[config.mk]
export PLATFORM = sky130hd
export DESIGN_NAME = qrb_top
export DESIGN_NICKNAME = d
export VERILOG_FILES = /design/src/hw/qrb_pkg.sv /design/src/hw/qrb_lane_if.sv /design/src/hw/qrb_hold.sv /design/src/hw/qrb_top.sv
export VERILOG_INCLUDE_DIRS = /design/src /design/src/hw
export SDC_FILE = /design/constraint.sdc
export NUM_CORES = 1
export LEC_CHECK = 0
export BUFFER_PORTS_ARGS = -buffer_cell sky130_fd_sc_hd__buf_2
export CAP_MARGIN = 30
export CORE_AREA = 2 2 39 41
export CTS_CLUSTER_SIZE = 12
export DETAILED_ROUTE_END_ITERATION = 10
export DIE_AREA = 0 0 41 43
export GPL_TIMING_DRIVEN = 0
export SLEW_MARGIN = 0
export SYNTH_ARGS = -nofsm -noshare
export SYNTH_HDL_FRONTEND = slang
export SYNTH_SLANG_ARGS = --single-unit
[constraint.sdc]
create_clock -name clk_i -period 1.2 [get_ports clk_i]
set_input_delay 0 -clock clk_i [delete_from_list [all_inputs] [get_ports clk_i]]
set_output_delay 0 -clock clk_i [all_outputs]
set_load 0.1 [all_outputs]
[src/hw/qrb_cfg.svh]
`ifndef QRB_CFG_SVH
`define QRB_CFG_SVH

// =====================================================================
// widths and reset values
`define QRB_LANES      4
`define QRB_OUT_RESET  4'h0
`define QRB_HELD_RESET 4'h0
`define QRB_LCLK_RESET 1'h1

`endif

[src/hw/qrb_pkg.sv]
`include "qrb_cfg.svh"

package qrb_pkg;

  // =====================================================================
  // types
  typedef logic [`QRB_LANES-1:0] qrb_lanes_t;

  typedef enum logic [1:0] {
    QRB_OFF,
    QRB_ASYNC,
    QRB_SYNC
  } qrb_mode_t;

  // =====================================================================
  // mode decode from enable and select levels
  function automatic qrb_mode_t qrb_decode(input logic en, input logic sel);
    qrb_mode_t m;
    m = QRB_OFF;
    if (en) begin
      m = sel ? QRB_ASYNC : QRB_SYNC;
    end
    return m;
  endfunction

endpackage

[src/hw/qrb_lane_if.sv]
`timescale 1ns/1ps
`default_nettype none

// =====================================================================
// capture strobe, lane data and held values between control and store
interface qrb_lane_if;
  import qrb_pkg::*;
  logic       capture;
  qrb_lanes_t din;
  qrb_lanes_t held;

  modport ctrl  (output capture, output din, input held);
  modport store (input capture, input din, output held);
endinterface

`default_nettype wire

[src/hw/qrb_hold.sv]
`timescale 1ns/1ps
`default_nettype none

`include "qrb_cfg.svh"

module qrb_hold
  import qrb_pkg::*;
(
  input  wire logic      clk_i,
  input  wire logic      reset_i,
  qrb_lane_if.store      lane_if
);

  localparam qrb_lanes_t HELD_RST = `QRB_HELD_RESET;

  wire logic [`QRB_LANES-1:0] held_w;

  // =====================================================================
  // one capture flop per lane, all sharing one strobe
  genvar i;
  generate
    for (i = 0; i < `QRB_LANES; i++) begin : g_lane
      logic bit_reg;
      always_ff @(posedge clk_i) begin
        if (reset_i) begin
          bit_reg <= HELD_RST[i];
        end else if (lane_if.capture) begin
          bit_reg <= lane_if.din[i];
        end
      end
      assign held_w[i] = bit_reg;
    end
  endgenerate

  assign lane_if.held = held_w;

endmodule // qrb_hold

`default_nettype wire

[src/hw/qrb_top.sv]
`timescale 1ns/1ps
`default_nettype none

`include "qrb_cfg.svh"

module qrb_top
  import qrb_pkg::*;
(
  input  wire logic       clk_i,
  input  wire logic       reset_i,
  input  wire logic       enable_i,
  input  wire logic       async_sel_i,
  input  wire logic       lane_clk_i,
  input  wire qrb_lanes_t lane_data_i,
  output var  qrb_lanes_t lane_out_o
);

  localparam qrb_lanes_t OUT_RST = `QRB_OUT_RESET;

  qrb_lane_if lane_if ();

  qrb_mode_t  mode;
  logic       lclk_prev_reg;
  logic       lclk_rise;
  logic       lclk_fall;
  qrb_lanes_t out_reg;
  qrb_lanes_t out_next;

  // =====================================================================
  // mode decode and lane clock edge detect (each pin is one bit)
  // the lane clock is a plain input sampled on clk_i, so an edge is a change
  // between two samples; it must stay high and low for a cycle each
  assign mode      = qrb_decode(enable_i, async_sel_i);
  assign lclk_rise = lane_clk_i & ~lclk_prev_reg;
  assign lclk_fall = ~lane_clk_i & lclk_prev_reg;

  // capture only on a rising edge in synchronous mode while enabled
  assign lane_if.capture = (mode == QRB_SYNC) && lclk_rise;
  assign lane_if.din     = lane_data_i;

  // =====================================================================
  // lane clock history; tracked always so no stale edge after re-enable
  always_ff @(posedge clk_i) begin
    if (reset_i) begin
      lclk_prev_reg <= `QRB_LCLK_RESET;
    end else begin
      lclk_prev_reg <= lane_clk_i;
    end
  end

  // =====================================================================
  // capture store
  qrb_hold u_hold (
    .clk_i   (clk_i),
    .reset_i (reset_i),
    .lane_if (lane_if)
  );

  // =====================================================================
  // output select per mode
  always_comb begin
    case (mode)
      QRB_OFF: begin
        out_next = '0;
      end
      QRB_ASYNC: begin
        out_next = lane_data_i;
      end
      QRB_SYNC: begin
        out_next = lane_if.capture ? lane_data_i : lane_if.held;
      end
      default: begin
        out_next = '0;
      end
    endcase
  end

  // output register; both paths pass through it, so every mode answers
  // one clk_i cycle after the inputs are sampled and the pins never glitch
  always_ff @(posedge clk_i) begin
    if (reset_i) begin
      out_reg <= OUT_RST;
    end else begin
      out_reg <= out_next;
    end
  end

  assign lane_out_o = out_reg;

  // each lane passes its own input in asynchronous mode
  genvar k;
  generate
    for (k = 0; k < `QRB_LANES; k++) begin : g_async_lane

    end
  endgenerate
endmodule // qrb_top

`default_nettype wire

Word-level counts from Yosys, hierarchy flattened:

Index checks and enable logic that the tools add are counted.

* equal/unequal tests: 2
* mux-type cells: 4
* bitwise logic cells: 2
* reduce and logical (&&, ||, !) cells: 1

Operator list (number)
* $pmux W4 S2: 1
* $mux W2: 2
* $mux W4: 1
* $eq A2 B1 Y1 const B: 1
* $eq A2 B2 Y1 const B: 1
* $and A1 B1 Y1: 1
* $logic_and A1 B1 Y1: 1
* $not A1 Y1: 1

* flip-flop bits (word level): 9
* input port bits: 9
* output and inout bits: 4
* logic and storage cells: 15

Longest topological paths before layout:

Gate-level depths: netlist (run 1).

* depth after elaboration: 6
* depth in mapped cells: 4
* gate-level depth less buffers: 3

Modules after synthesis:

From an unflattened synthesis (run 1), not the netlist that was laid out.

* cells, all modules: 41
* area total of the unflattened synthesis: 450.4 µm²

Modules (own cells, without submodules)
* qrb_top: instances 1, cells each 24, area an instance 280.3 µm², seq. area each 100.1 µm²
* qrb_hold: instances 1, cells each 17, area an instance 170.2 µm², seq. area each 80.1 µm²

Worst setup path after synthesis (run 1):

No wires, ideal clock.

* kind: reg2reg
* from: register lclk_prev_reg
* to: register u_hold.g_lane[0].bit_reg
* library setup time: 0.114 ns
* arrival time: 0.870 ns
* data required time: 1.086 ns
* setup slack: 0.216 ns
* stages on the path, launching flop included: 5
* buffers on the path: 1
* period minus slack after synthesis: 0.984 ns
* path through: dfxtp_1 > and4bb_1 > buf_6 > mux2i_1 > nor2_1

* longest elaborated chain between the ends: 3

Ends and longest elaborated chain
* from (decl): RTL line qrb_top.sv:23 `logic lclk_prev_reg;`
* from (signal assigned): RTL line qrb_top.sv:45 `` lclk_prev_reg <= `QRB_LCLK_RESET; ``
* from (signal assigned): RTL line qrb_top.sv:47 `lclk_prev_reg <= lane_clk_i;`
* $not A1 Y1: RTL line qrb_top.sv:34 `assign lclk_rise = lane_clk_i & ~lclk_prev_reg;`
* $and A1 B1 Y1: RTL line qrb_top.sv:34
* $logic_and A1 B1 Y1: RTL line qrb_top.sv:38 `assign lane_if.capture = (mode == QRB_SYNC) && lclk_rise;`
* to (signal assigned): RTL line qrb_hold.sv:26 `bit_reg <= HELD_RST[i];`
* to (signal assigned): RTL line qrb_hold.sv:28 `bit_reg <= lane_if.din[i];`
* to (decl): RTL line qrb_hold.sv:23 `logic bit_reg;`

Every way passes these cells.
A chain may end at the register's enable or synchronous reset.

Worst setup path in the final report (run 1):

* from: input lane_clk_i
* to: register u_hold.g_lane[1].bit_reg

* longest elaborated chain between the ends: 2

Ends and longest elaborated chain
* from (decl): RTL line qrb_top.sv:13 `input wire logic lane_clk_i,`
* $and A1 B1 Y1: RTL line qrb_top.sv:34
* $logic_and A1 B1 Y1: RTL line qrb_top.sv:38
* to (signal assigned): RTL line qrb_hold.sv:26
* to (signal assigned): RTL line qrb_hold.sv:28
* to (decl): RTL line qrb_hold.sv:23

Every way passes these cells.

==> results of run 1 <==
## per-layer routing
layer / part of all wire [%] / global-route usage, % / vias to the layer above / wire length (um)
met5: 0 / 0 / - / 0
met4: 2.1 / 8.00 / 0 / 14
met3: 6.3 / 1.57 / 2 / 43
met2: 46 / 14.1 / 9 / 312
met1: 45 / 10.3 / 126 / 307
li1: - / - / 163 / -
## critical path: cells and delay by family
family / cells / cell delay [ps]
buffers and inverters: 3 / 780
muxes: 1 / 190
and+or+nand+nor: 2 / 260
## final cells by class
class	instances	area (um2)	share of cell area (%)
buffer	2	16.3	3.02
clock buffer	4	26.3	4.88
inverter	1	3.75	0.698
multi-input combinational	24	171	31.9
sequential	9	180	33.5
tap	16	20.0	3.72
timing repair buffer	18	120	22.3
## path summary, 6_finish.rpt
| check | cells past startpoint | startpoint | endpoint |
|---|---|---|---|
| min reg2reg | 2 | u_hold.g_lane[1].bit_reg | lane_out_o[1] |
| max reg2reg | 4 | lclk_prev_reg | u_hold.g_lane[1].bit_reg |
| max | 6 | lane_clk_i | u_hold.g_lane[1].bit_reg |
| min | 3 | async_sel_i | lane_out_o[0] |
## what timing repair did
item | in CTS | in global routing
hold endpoints to repair | 9 | 0
setup endpoints to repair | 0 | 0
hold buffers | 6 | 0
## metrics by stage
| step | util, % | power [W] | area (um2) | hold WS [ps] |
|---|---|---|---|---|
| 6_report | 38.9 | 0.000649 | 538 | 63.3 |
| 5_1_grt | 38.9 | 0.000676 | 538 | 63.4 |
| 4_1_cts | 38.9 | 0.000654 | 538 | 63.0 |
| 3_5_place_dp | 32.6 | 0.000403 | 452 | 246 |
| 3_3_place_gp | 32.6 | 0.000402 | 452 | 251 |
| 2_1_floorplan | - | 0.000374 | 372 | 72.4 |
## layout by cell type, fill, tap and decap left out, drive strengths merged
cell type,instances
and4bb,1
dlygate4sd3,6
a31oi,1
nand2,8
inv,1
nor2,4
dfxtp,9
buf,14
clkbuf,4
mux2i,8
or2,1
nor2b,1
## power by group
part	switching (W)	total, W	leakage, nW	internal [W]
clock network	0.000110	0.000238	0.0150	0.000128
registers	0.00000213	0.000308	0.0732	0.000306
logic	0.0000610	0.000102	0.153	0.0000410
## logic make-up (layout without fill, tap and decap cells)
kind of cell	Yosys count	count (layout)	synth area share, %
compound gates	1	1	5.72
buf+inv	3	25	5.38
flops	9	9	48.5
mux	8	8	21.5
simple gates	15	15	18.9
==> run summary, run 1 <==
worst-path fanout max: 4
vias in the first global route: 263
number of antenna violations at the first check in global routing: 0
worst path required time: 1360 ps
total overflow reported by the global router: 0
#FFs+latches synth: 9
# resized after CTS: 0
most instantiated cells after synthesis: 9 x sky130_fd_sc_hd__dfxtp_1, 8 x sky130_fd_sc_hd__mux2i_1, 8 x sky130_fd_sc_hd__nand2_1
endpoint arrival time on the critical path: 1230 ps
pins over their slew limit: 0
Filler Cells Inserted: 140
Inst Count DP: 64
yosys warns: 0
share of the cycle needed by the critical path after routing: 89.3%
worst setup timing slack at the placement stage: 156 ps
largest net degree at the start of global routing: 9
Post-Layout Cell Count: 74
number of different library cells in the post-synthesis netlist: 11
Tightest Pin Transition: 484 ps
die footprint: 1760 um2
cell area after technology mapping: 372 um2
Clock transition at path regs: 70 ps
final weighted congestion in routability-driven placement: 0.723
post-synthesis cell count: 36
area fraction of the dominant cell type after synthesis: 48.5%
final clock skew: 5.28 ps
number of violations of the max-capacitance limit: 0
cell with the most instances after synthesis: sky130_fd_sc_hd__dfxtp_1
buffer count from post-CTS setup fixing: 0
Mapped Nets: 45
area growth from synthesis to layout: 44.8%
setup slack of the worst register-to-register path: 160 ps
sort of element at the start of the critical path: primary input
maximum cell stage delay along the critical path: 520 ps
# setup viols final: 0
Mapped Avg Cell Area: 10.3 um2
Slew HR: 67.9%
routed length per placed instance: 9.16 um
violation count after the first detailed-route iteration: 4
unrepaired setup endpoints after global routing: no
count of buffers inserted at the top-level ports: 12
Post-synth EDFFs: 0
classification of the worst setup path: primary input to flip-flop
Final Hold Viols: 0
Total Wirelength: 678 um
top cell type by total area after synthesis: sky130_fd_sc_hd__dfxtp_1
floorplan die height: 43 um
clock root buffer: sky130_fd_sc_hd__clkbuf_4
setup TNS: 0 ps
Nets: 68
die width: 41 um
total DRC errors in the routed layout: 0
DR vias: 300
CP Cell Sequence: dlygate4sd3_1 > buf_2 > and4bb_1 > buf_6 > mux2i_1 > nor2_1
level count of the clock H-tree: 1
Starting Density: 26.9%
total number of placement rows: 14
power density over the cells: 1210 nW/um2
cells taking the most area after synthesis: sky130_fd_sc_hd__dfxtp_1 48%, sky130_fd_sc_hd__mux2i_1 22%, sky130_fd_sc_hd__nand2_1 8.1%, sky130_fd_sc_hd__a31oi_4 5.7%, sky130_fd_sc_hd__nor2_1 4.0%
Core Box Area: 1380 um2
asr flop ratio synth: 0%
sequential cell area fraction in the yosys report: 48.5%
CTS tree: yes
endpoint type of the worst setup path: flip-flop
cell at the slowest stage of the critical path: sky130_fd_sc_hd__dlygate4sd3_1
Primary FF master, synth: sky130_fd_sc_hd__dfxtp_1
source-to-sink clock delay at the later pin of the worst-skew pair: 260 ps
# IOs: 13
status: complete, no violations
first-pass GRT wire length: 1080 um
DP Wirelength: 469 um
Static Leak: 0.241 nW
Max Fclk: 934 MHz
# clock sinks: 9
worst min-delay path category: primary input to flip-flop
Detail Route Antenna Nets: 0
Total Routing Usage GR: 9.25%
1st-pass router iterations: 2
cts bufs inserted: 3
post-layout worst setup margin: 129 ps
Max Root-Sink Buffers: 2
routed vias/inst: 4.05
post-layout minimum cycle time: 1070 ps
share of layout cells above drive strength 1: 32.8%
maximum resistive drop on vdd: 0.316 mV
number of antenna cells inserted: 0
(Power assumes the default switching activity.)
==> run 2: changes to the inputs <==
--- a/config.mk
+++ b/config.mk
@@ -13,6 +13,7 @@
 export DETAILED_ROUTE_END_ITERATION = 10
 export DIE_AREA = 0 0 41 43
 export GPL_TIMING_DRIVEN = 0
+export PLACE_DENSITY = 0.5
 export SLEW_MARGIN = 0
 export SYNTH_ARGS = -nofsm -noshare
 export SYNTH_HDL_FRONTEND = slang
==> run 2 against run 1 <==
  * Via count fell by 2.3%
  * Global-route usage rose by 1.0 points
  * Core utilization did not move
  * Sequential cell count did not move
  * Clock power fell by 3%
  * Non-clock buffer count did not move
  * Power fell by 1.3%
  * Critical endpoint unchanged
==> run summary, run 2 (synthesis gave the netlist of run 1 again) <==
pins over their slew limit: 0 (unchanged)
maximum cell stage delay along the critical path: 520 ps (about the same)
level count of the clock H-tree: 1 (unchanged)
cell at the slowest stage of the critical path: sky130_fd_sc_hd__dlygate4sd3_1
1st-pass router iterations: 1 (-1)
worst reg-to-reg path cell count: 4 (unchanged)
largest net degree at the start of global routing: 9 (unchanged)
setup TNS: 0 ps (unchanged)
Tightest Pin Transition: 485 ps (+1.25 ps)
Starting Density: 26.9% (unchanged)
floorplan die height: 43 um (unchanged)
number of antenna violations at the first check in global routing: 0 (unchanged)
Total Routing Usage GR: 10.3% (+1.0 points)
worst min-delay path category: primary input to flip-flop
fraction of power consumed by sequential logic: 48.2% (+0.7 points)
share of layout cells above drive strength 1: 32.8% (unchanged)
source-to-sink clock delay at the later pin of the worst-skew pair: 260 ps (about the same)
count of buffers inserted at the top-level ports: 12 (unchanged)
# setup viols final: 0 (unchanged)
post-layout worst setup margin: 124 ps (-4.45 ps)
vias in the first global route: 293 (+11%)
routed length per placed instance: 8.65 um (-5.6%)
total DRC errors in the routed layout: 0 (unchanged)
die footprint: 1760 um2 (unchanged)
clock root buffer: sky130_fd_sc_hd__clkbuf_4
Detail Route Antenna Nets: 0 (unchanged)
Max Root-Sink Buffers: 2 (unchanged)
area growth from synthesis to layout: 44.8% (unchanged)
Worst Hold Launch: async_sel_i
Core Box Area: 1380 um2 (unchanged)
violation count after the first detailed-route iteration: 0 (-4)
power density over the cells: 1190 nW/um2 (-1.3%)
maximum resistive drop on vdd: 0.404 mV (+28%)
proportion of total power due to net switching: 25.8% (-0.91 points)
Max Fclk: 930 MHz (-0.41%)
largest delay contributor family on the critical path: buffers and inverters
sort of element at the start of the critical path: primary input
clock share of power: 36.1% (-0.6 points)
first-pass GRT wire length: 1170 um (+7.7%)
cell-internal power: 0.000475 W (about the same)
DR vias: 293 (-2.3%)
status: complete, no violations
DP Wirelength: 480 um (+2.4%)
worst setup timing slack at the placement stage: 158 ps (+1.48 ps)
FF-to-FF End: u_hold.g_lane[1].bit_reg
final clock skew: 8.80 ps (+3.52 ps)
unrepaired setup endpoints after global routing: no
Total Wirelength: 640 um (-5.6%)
cts bufs inserted: 3 (unchanged)
Final Hold Viols: 0 (unchanged)
final weighted congestion in routability-driven placement: 0.661 (-8.6%)
number of violations of the max-capacitance limit: 0 (unchanged)
endpoint type of the worst setup path: flip-flop
number of antenna cells inserted: 0 (unchanged)
buffer count from post-CTS setup fixing: 0 (unchanged)
stages on the worst setup path: 6 (unchanged)
switching power total: 0.000165 W (-4.7%)
commonest cells after routing, fill and taps aside: 13 x sky130_fd_sc_hd__buf_2, 9 x sky130_fd_sc_hd__dfxtp_1, 8 x sky130_fd_sc_hd__mux2i_1, 8 x sky130_fd_sc_hd__nand2_1, 6 x sky130_fd_sc_hd__dlygate4sd3_1
total overflow reported by the global router: 0 (unchanged)
# IOs: 13 (unchanged)
die width: 41 um (unchanged)
setup slack of the worst register-to-register path: 150 ps (about the same)
worst path required time: 1360 ps (about the same)
CTS tree: yes
routed vias/inst: 3.96 (-2.3%)
start point of the critical path: lane_clk_i
Slew HR: 67.9% (-0.083 points)
Nets: 68 (unchanged)
# clock sinks: 9 (unchanged)
endpoint arrival time on the critical path: 1230 ps (about the same)
Static Leak: 0.241 nW (unchanged)
Clock transition at path regs: 60 ps (about the same)
total number of placement rows: 14 (unchanged)
Overall Power: 0.000640 W (-1.3%)
launch point of the worst reg-to-reg path: lclk_prev_reg
share of the cycle needed by the critical path after routing: 89.6% (+0.37 points)
Comb pwr share: 15.7% (about the same)
CP Cell Sequence: dlygate4sd3_1 > buf_2 > and4bb_1 > buf_6 > mux2i_1 > nor2_1
classification of the worst setup path: primary input to flip-flop
worst-path fanout max: 4 (unchanged)
Critical Path End: u_hold.g_lane[1].bit_reg
post-layout minimum cycle time: 1080 ps (+4.45 ps)
most frequent standard cell in the layout excluding fill and tap cells: sky130_fd_sc_hd__buf_2
worst path buffer plus inverter count: 3 (unchanged)
run 2: cell counts in the layout (fill, tap and decap cells not counted):
Identical to the previous run, type by type.
run 2: metal layers:
layer  part of all wire, %  track usage, %  vias to the layer above  wire [um]
li1                      -               -                      161          -
met1                    47            11.9                      120        299
met2                    43            13.8                       10        277
met3                   8.3            4.71                        2         53
met4                   1.6            8.00                        0         10
met5                     0               0                        -          0
run 2: area by class of cell:
cell class	count	area, um2
sequential	9	180
fill	149	846
inverter	1	3.75
timing repair buffer	18	120
buffer	2	16.3
clock buffer	4	26.3
tap	16	20.0
multi-input combinational	24	171
run 2: repair_timing:
item | CTS | global route
resized for setup | 0 | 0
endpoints found under the setup margin | 0 | 0
hold buffers | 6 | 0
endpoints found under the hold margin | 9 | 0
run 2: worst min-delay path by stage:
stage,cells after the start,end,slack [ps]
after floorplan,1,u_hold.g_lane[0].bit_reg,70
after global placement,2,u_hold.g_lane[0].bit_reg,250
after detailed placement,2,u_hold.g_lane[3].bit_reg,250
after CTS,3,lane_out_o[1],60
after global routing,3,lane_out_o[0],80
final,3,lane_out_o[1],60
run 2: per-stage QoR:
step,instances,cell area (um2),hold slack (ps),util [%]
2_1_floorplan,36,372,72.4,-
3_3_place_gp,64,452,249,32.6
3_5_place_dp,64,452,252,32.6
4_1_cts,74,538,58.3,38.9
5_1_grt,74,538,75.7,38.9
6_report,74,538,61.3,38.9
run 2: power by group through the flow:
stage | Combinational, W | Clock, W | Sequential (W)
5_1_grt | 0.000109 | 0.000260 | 0.000310
6_report | 0.000101 | 0.000231 | 0.000309
3_5_place_dp | 0.0000869 | 0 | 0.000316
3_3_place_gp | 0.0000864 | 0 | 0.000315
4_1_cts | 0.000102 | 0.000240 | 0.000309
2_1_floorplan | 0.0000272 | 0 | 0.000347
run 2: worst reg2reg max path: cells and delay by family (launching register included):
kind                   cells  cell delay [ps]
AND/OR/NAND/NOR            2              320
flip-flops                 1              310
multiplexers               1              190
buffers and inverters      1              120
==> run 3: changes to the inputs <==
--- a/config.mk
+++ b/config.mk
@@ -13,8 +13,10 @@
 export DETAILED_ROUTE_END_ITERATION = 10
 export DIE_AREA = 0 0 41 43
 export GPL_TIMING_DRIVEN = 0
-export PLACE_DENSITY = 0.5
+export PLACE_DENSITY = 0.56
 export SLEW_MARGIN = 0
 export SYNTH_ARGS = -nofsm -noshare
 export SYNTH_HDL_FRONTEND = slang
+export SYNTH_HIERARCHICAL = 1
 export SYNTH_SLANG_ARGS = --single-unit
+export TNS_END_PERCENT = 5
==> constraint.sdc (replaced) <==
create_clock -name clk_i -period 1.4 [get_ports clk_i]
set_input_delay 0 -clock clk_i [delete_from_list [all_inputs] [get_ports clk_i]]
set_output_delay 0 -clock clk_i [all_outputs]
set_load 0.1 [all_outputs]
==> run 3 against run 2 <==
  * The run now ends with hold timing left
  * Wire length grew 28%
  * Critical endpoint is now u_hold/g_lane[3].bit_reg
  * Core utilization grew 4.6 points
  * Via count grew 16%
  * Critical path type unchanged
  * Cell count grew 4.1%
  * Critical path depth grew 2
  * Sequential cell count is the same
  * First-iteration DRC count grew 1
==> run summary, run 3 <==
Max Fclk: 803 MHz
setup TNS: 0 ps (unchanged)
top cell type by total area after synthesis: sky130_fd_sc_hd__dfxtp_1
simple-gate area share of the yosys netlist: 16.1% (-2.7 points)
floorplan die height: 43 um (unchanged)
largest net degree at the start of global routing: 10 (+1)
Comb pwr share: 17.2% (+1.5 points)
share of the cycle needed by the critical path after routing: 89.0%
launch point of the worst reg-to-reg path: lclk_prev_reg
total overflow reported by the global router: 0 (unchanged)
level count of the clock H-tree: 1 (unchanged)
most frequent standard cell in the layout excluding fill and tap cells: sky130_fd_sc_hd__buf_2
cell at the slowest stage of the critical path: sky130_fd_sc_hd__dlygate4sd3_1
CTS tree: yes
die width: 41 um (unchanged)
worst setup timing slack at the placement stage: 114 ps (-43.9 ps)
CP Cell Sequence: dlygate4sd3_1 > buf_2 > nor2b_4 > buf_6 > and3b_1 > clkbuf_4 > mux2i_1 > nor2_1
cell area after technology mapping: 450 um2 (+21%)
fraction of the mapped netlist area in compound gates: 21.1% (+15 points)
global-route met2 utilization: 14.4% (+0.62 points)
total DRC errors in the routed layout: 0 (unchanged)
number of antenna cells inserted: 0 (unchanged)
yosys warns: 6 (+6)
number of violations of the max-capacitance limit: 0 (unchanged)
routed length per placed instance: 10.6 um (+23%)
cell-internal power: 0.000411 W (-13%)
sort of element at the start of the critical path: primary input
#FFs+latches synth: 9 (unchanged)
Total Wirelength: 818 um (+28%)
Mapped Nets: 50 (+11%)
clock share of power: 35.8% (-0.3 points)
number of different library cells in the post-synthesis netlist: 14 (+3)
post-synthesis cell count: 41 (+14%)
Filler Cells Inserted: 133 (-11%)
DP Wirelength: 568 um (+18%)
die footprint: 1760 um2 (unchanged)
source-to-sink clock delay at the later pin of the worst-skew pair: 260 ps (about the same)
Critical Path End: u_hold/g_lane[3].bit_reg
Starting Density: 32.5% (+5.7 points)
endpoint arrival time on the critical path: 1400 ps (+170 ps)
Storage cell area: 180 um2 (unchanged)
area of the multi-input gates: 208 um2 (+21%)
largest family of logic cells by synthesized area: compound AO/OA/AOI/OAI gates
status: complete, but fails checks
start point of the critical path: lane_clk_i
power density over the cells: 937 nW/um2 (-21%)
sequential cell area fraction in the yosys report: 40.0% (-8.5 points)
switching power total: 0.000153 W (-7.5%)
cell with the most instances after synthesis: sky130_fd_sc_hd__dfxtp_1
maximum resistive drop on vdd: 0.387 mV (-4.1%)
first-pass GRT wire length: 1270 um (+8.8%)
Final Hold Viols: 1 (+1)
worst-path fanout max: 4 (unchanged)
Post-synth EDFFs: 0 (unchanged)
share of the core filled with cells: 43.5% (+4.6 points)
proportion of total power due to net switching: 27.1% (+1.3 points)
busiest layer in global routing: met2
FF-to-FF End: u_hold/g_lane[3].bit_reg
xor and xnor area share after synthesis: 0% (unchanged)
Mapped Avg Cell Area: 11.0 um2 (+6.4%)
DR vias: 341 (+16%)
vias in the first global route: 285 (-2.7%)
1st-pass router iterations: 2 (+1)
violation count after the first detailed-route iteration: 1 (+1)
final weighted congestion in routability-driven placement: 0.593 (-10%)
GRT met3 Usage: 4.71% (unchanged)
cells taking the most area after synthesis: sky130_fd_sc_hd__dfxtp_1 40%, sky130_fd_sc_hd__o31ai_2 11%, sky130_fd_sc_hd__mux2i_1 8.9%, sky130_fd_sc_hd__o211ai_2 8.3%, sky130_fd_sc_hd__buf_4 6.7%
fraction of power consumed by sequential logic: 47.0% (-1.2 points)
area growth from synthesis to layout: 33.6%
count of buffers inserted at the top-level ports: 11 (-1)
area fraction of the dominant cell type after synthesis: 40.0% (-8.5 points)
violated checks: hold timing
# setup viols final: 0 (unchanged)
Clock transition at path regs: 60 ps (about the same)
fraction of synthesized area in multiplexers: 8.89% (-13 points)
Fin Hold WS: -0.0444 ps (-61.3 ps)
post-layout worst setup margin: 154 ps (+29.8 ps)
post-layout minimum cycle time: 1250 ps
adder and majority cell fraction of the synthesized area: 0% (unchanged)
worst min-delay path category: primary input to flip-flop
final clock skew: 4.05 ps (-4.75 ps)
share of layout cells above drive strength 1: 54.1% (+21 points)
global routing met1 resource utilization: 13.9% (+1.9 points)
commonest cells after routing, fill and taps aside: 12 x sky130_fd_sc_hd__buf_2, 9 x sky130_fd_sc_hd__dfxtp_1, 5 x sky130_fd_sc_hd__buf_4
asr flop ratio synth: 0% (unchanged)
worst path required time: 1550 ps (+190 ps)
Tightest Pin Transition: 484 ps (-1.25 ps)
Static Leak: 0.268 nW (+11%)
Total Routing Usage GR: 11.7% (+1.4 points)
Nets: 71 (+4.4%)
endpoint type of the worst setup path: flip-flop
routed vias/inst: 4.43 (+12%)
cts bufs inserted: 3 (unchanged)
pins over their slew limit: 0 (unchanged)
# clock sinks: 9 (unchanged)
setup slack of the worst register-to-register path: 220 ps (+70 ps)
Core Box Area: 1380 um2 (unchanged)
Detail Route Antenna Nets: 0 (unchanged)
Primary FF master, synth: sky130_fd_sc_hd__dfxtp_1
total number of placement rows: 14 (unchanged)
clock root buffer: sky130_fd_sc_hd__clkbuf_4
number of antenna violations at the first check in global routing: 0 (unchanged)
maximum cell stage delay along the critical path: 520 ps (about the same)
Slew HR: 67.9% (+0.083 points)
unrepaired setup endpoints after global routing: no
classification of the worst setup path: primary input to flip-flop
Max Root-Sink Buffers: 2 (unchanged)
# IOs: 13 (unchanged)
worst reg-to-reg path cell count: 6 (+2)
==> run 3: cell count changes after synthesis, moves of 2 or more <==
cell and change:
sky130_fd_sc_hd__buf_4 +4, sky130_fd_sc_hd__o211ai_2 +3, sky130_fd_sc_hd__o31ai_2 +4, sky130_fd_sc_hd__nand2_1 -4, sky130_fd_sc_hd__nor2b_4 +2, sky130_fd_sc_hd__mux2i_1 -4
==> run 3: how the worst min path moves through the flow <==
stage	to	from	cells past startpoint	slack (ps)
6_report	lane_out_o[3]	lane_data_i[3]	3	-0.04
5_1_grt	lane_out_o[3]	lane_data_i[3]	3	0.9
4_1_cts	u_hold/g_lane[1].bit_reg	lane_data_i[1]	3	1
3_5_place_dp	lclk_prev_reg	lane_clk_i	2	210
3_3_place_gp	lclk_prev_reg	lane_clk_i	2	210
2_1_floorplan	u_hold/g_lane[0].bit_reg	reset_i	1	70
==> run 3: logic make-up after synthesis <==
group,Yosys count
compound gates,8
buf+inv,8
flops,9
mux,4
simple gates,12
==> run 3: area by class of cell <==
class / count / share of cell area [%]
Sequential cell: 9 / 29.9
Multi-Input combinational cell: 24 / 34.5
Tap cell: 16 / 3.33
Clock buffer: 4 / 4.37
Buffer: 8 / 10.8
Timing Repair Buffer: 16 / 17.0
==> run 3: per-layer routing <==
layer,up-vias,wire [um]
met5,-,0
met4,0,22
met3,4,32
met2,10,377
met1,152,386
li1,175,-
==> run 3: power by group through the flow <==
stage	clock, W	sequential (W)	combinational, W
after floorplan	0	0.000299	0.0000356
after CTS	0.000208	0.000265	0.0000940
final	0.000202	0.000265	0.0000970
after detailed placement	0	0.000271	0.0000872
after global routing	0.000228	0.000266	0.000103
after global placement	0	0.000271	0.0000870
==> run 3: worst max-delay path, delay by kind of cell <==
kind / cells / cell delay, ps
simple gates: 3 / 320
buf+inv: 4 / 880
mux: 1 / 200
==> run 3: through the flow <==
step	instance area, um2	total power, W	std cells
2_1_floorplan	450	0.000335	41
3_3_place_gp	526	0.000358	68
3_5_place_dp	526	0.000358	68
4_1_cts	582	0.000568	75
5_1_grt	602	0.000597	77
6_report	602	0.000564	77
==> run 3: repair_timing <==
action	4_1_cts	5_1_grt
hold buffers	3	1
buffers inserted	0	1
endpoints found under the hold margin	3	2
setup endpoints to repair	0	4
resized for setup	0	2
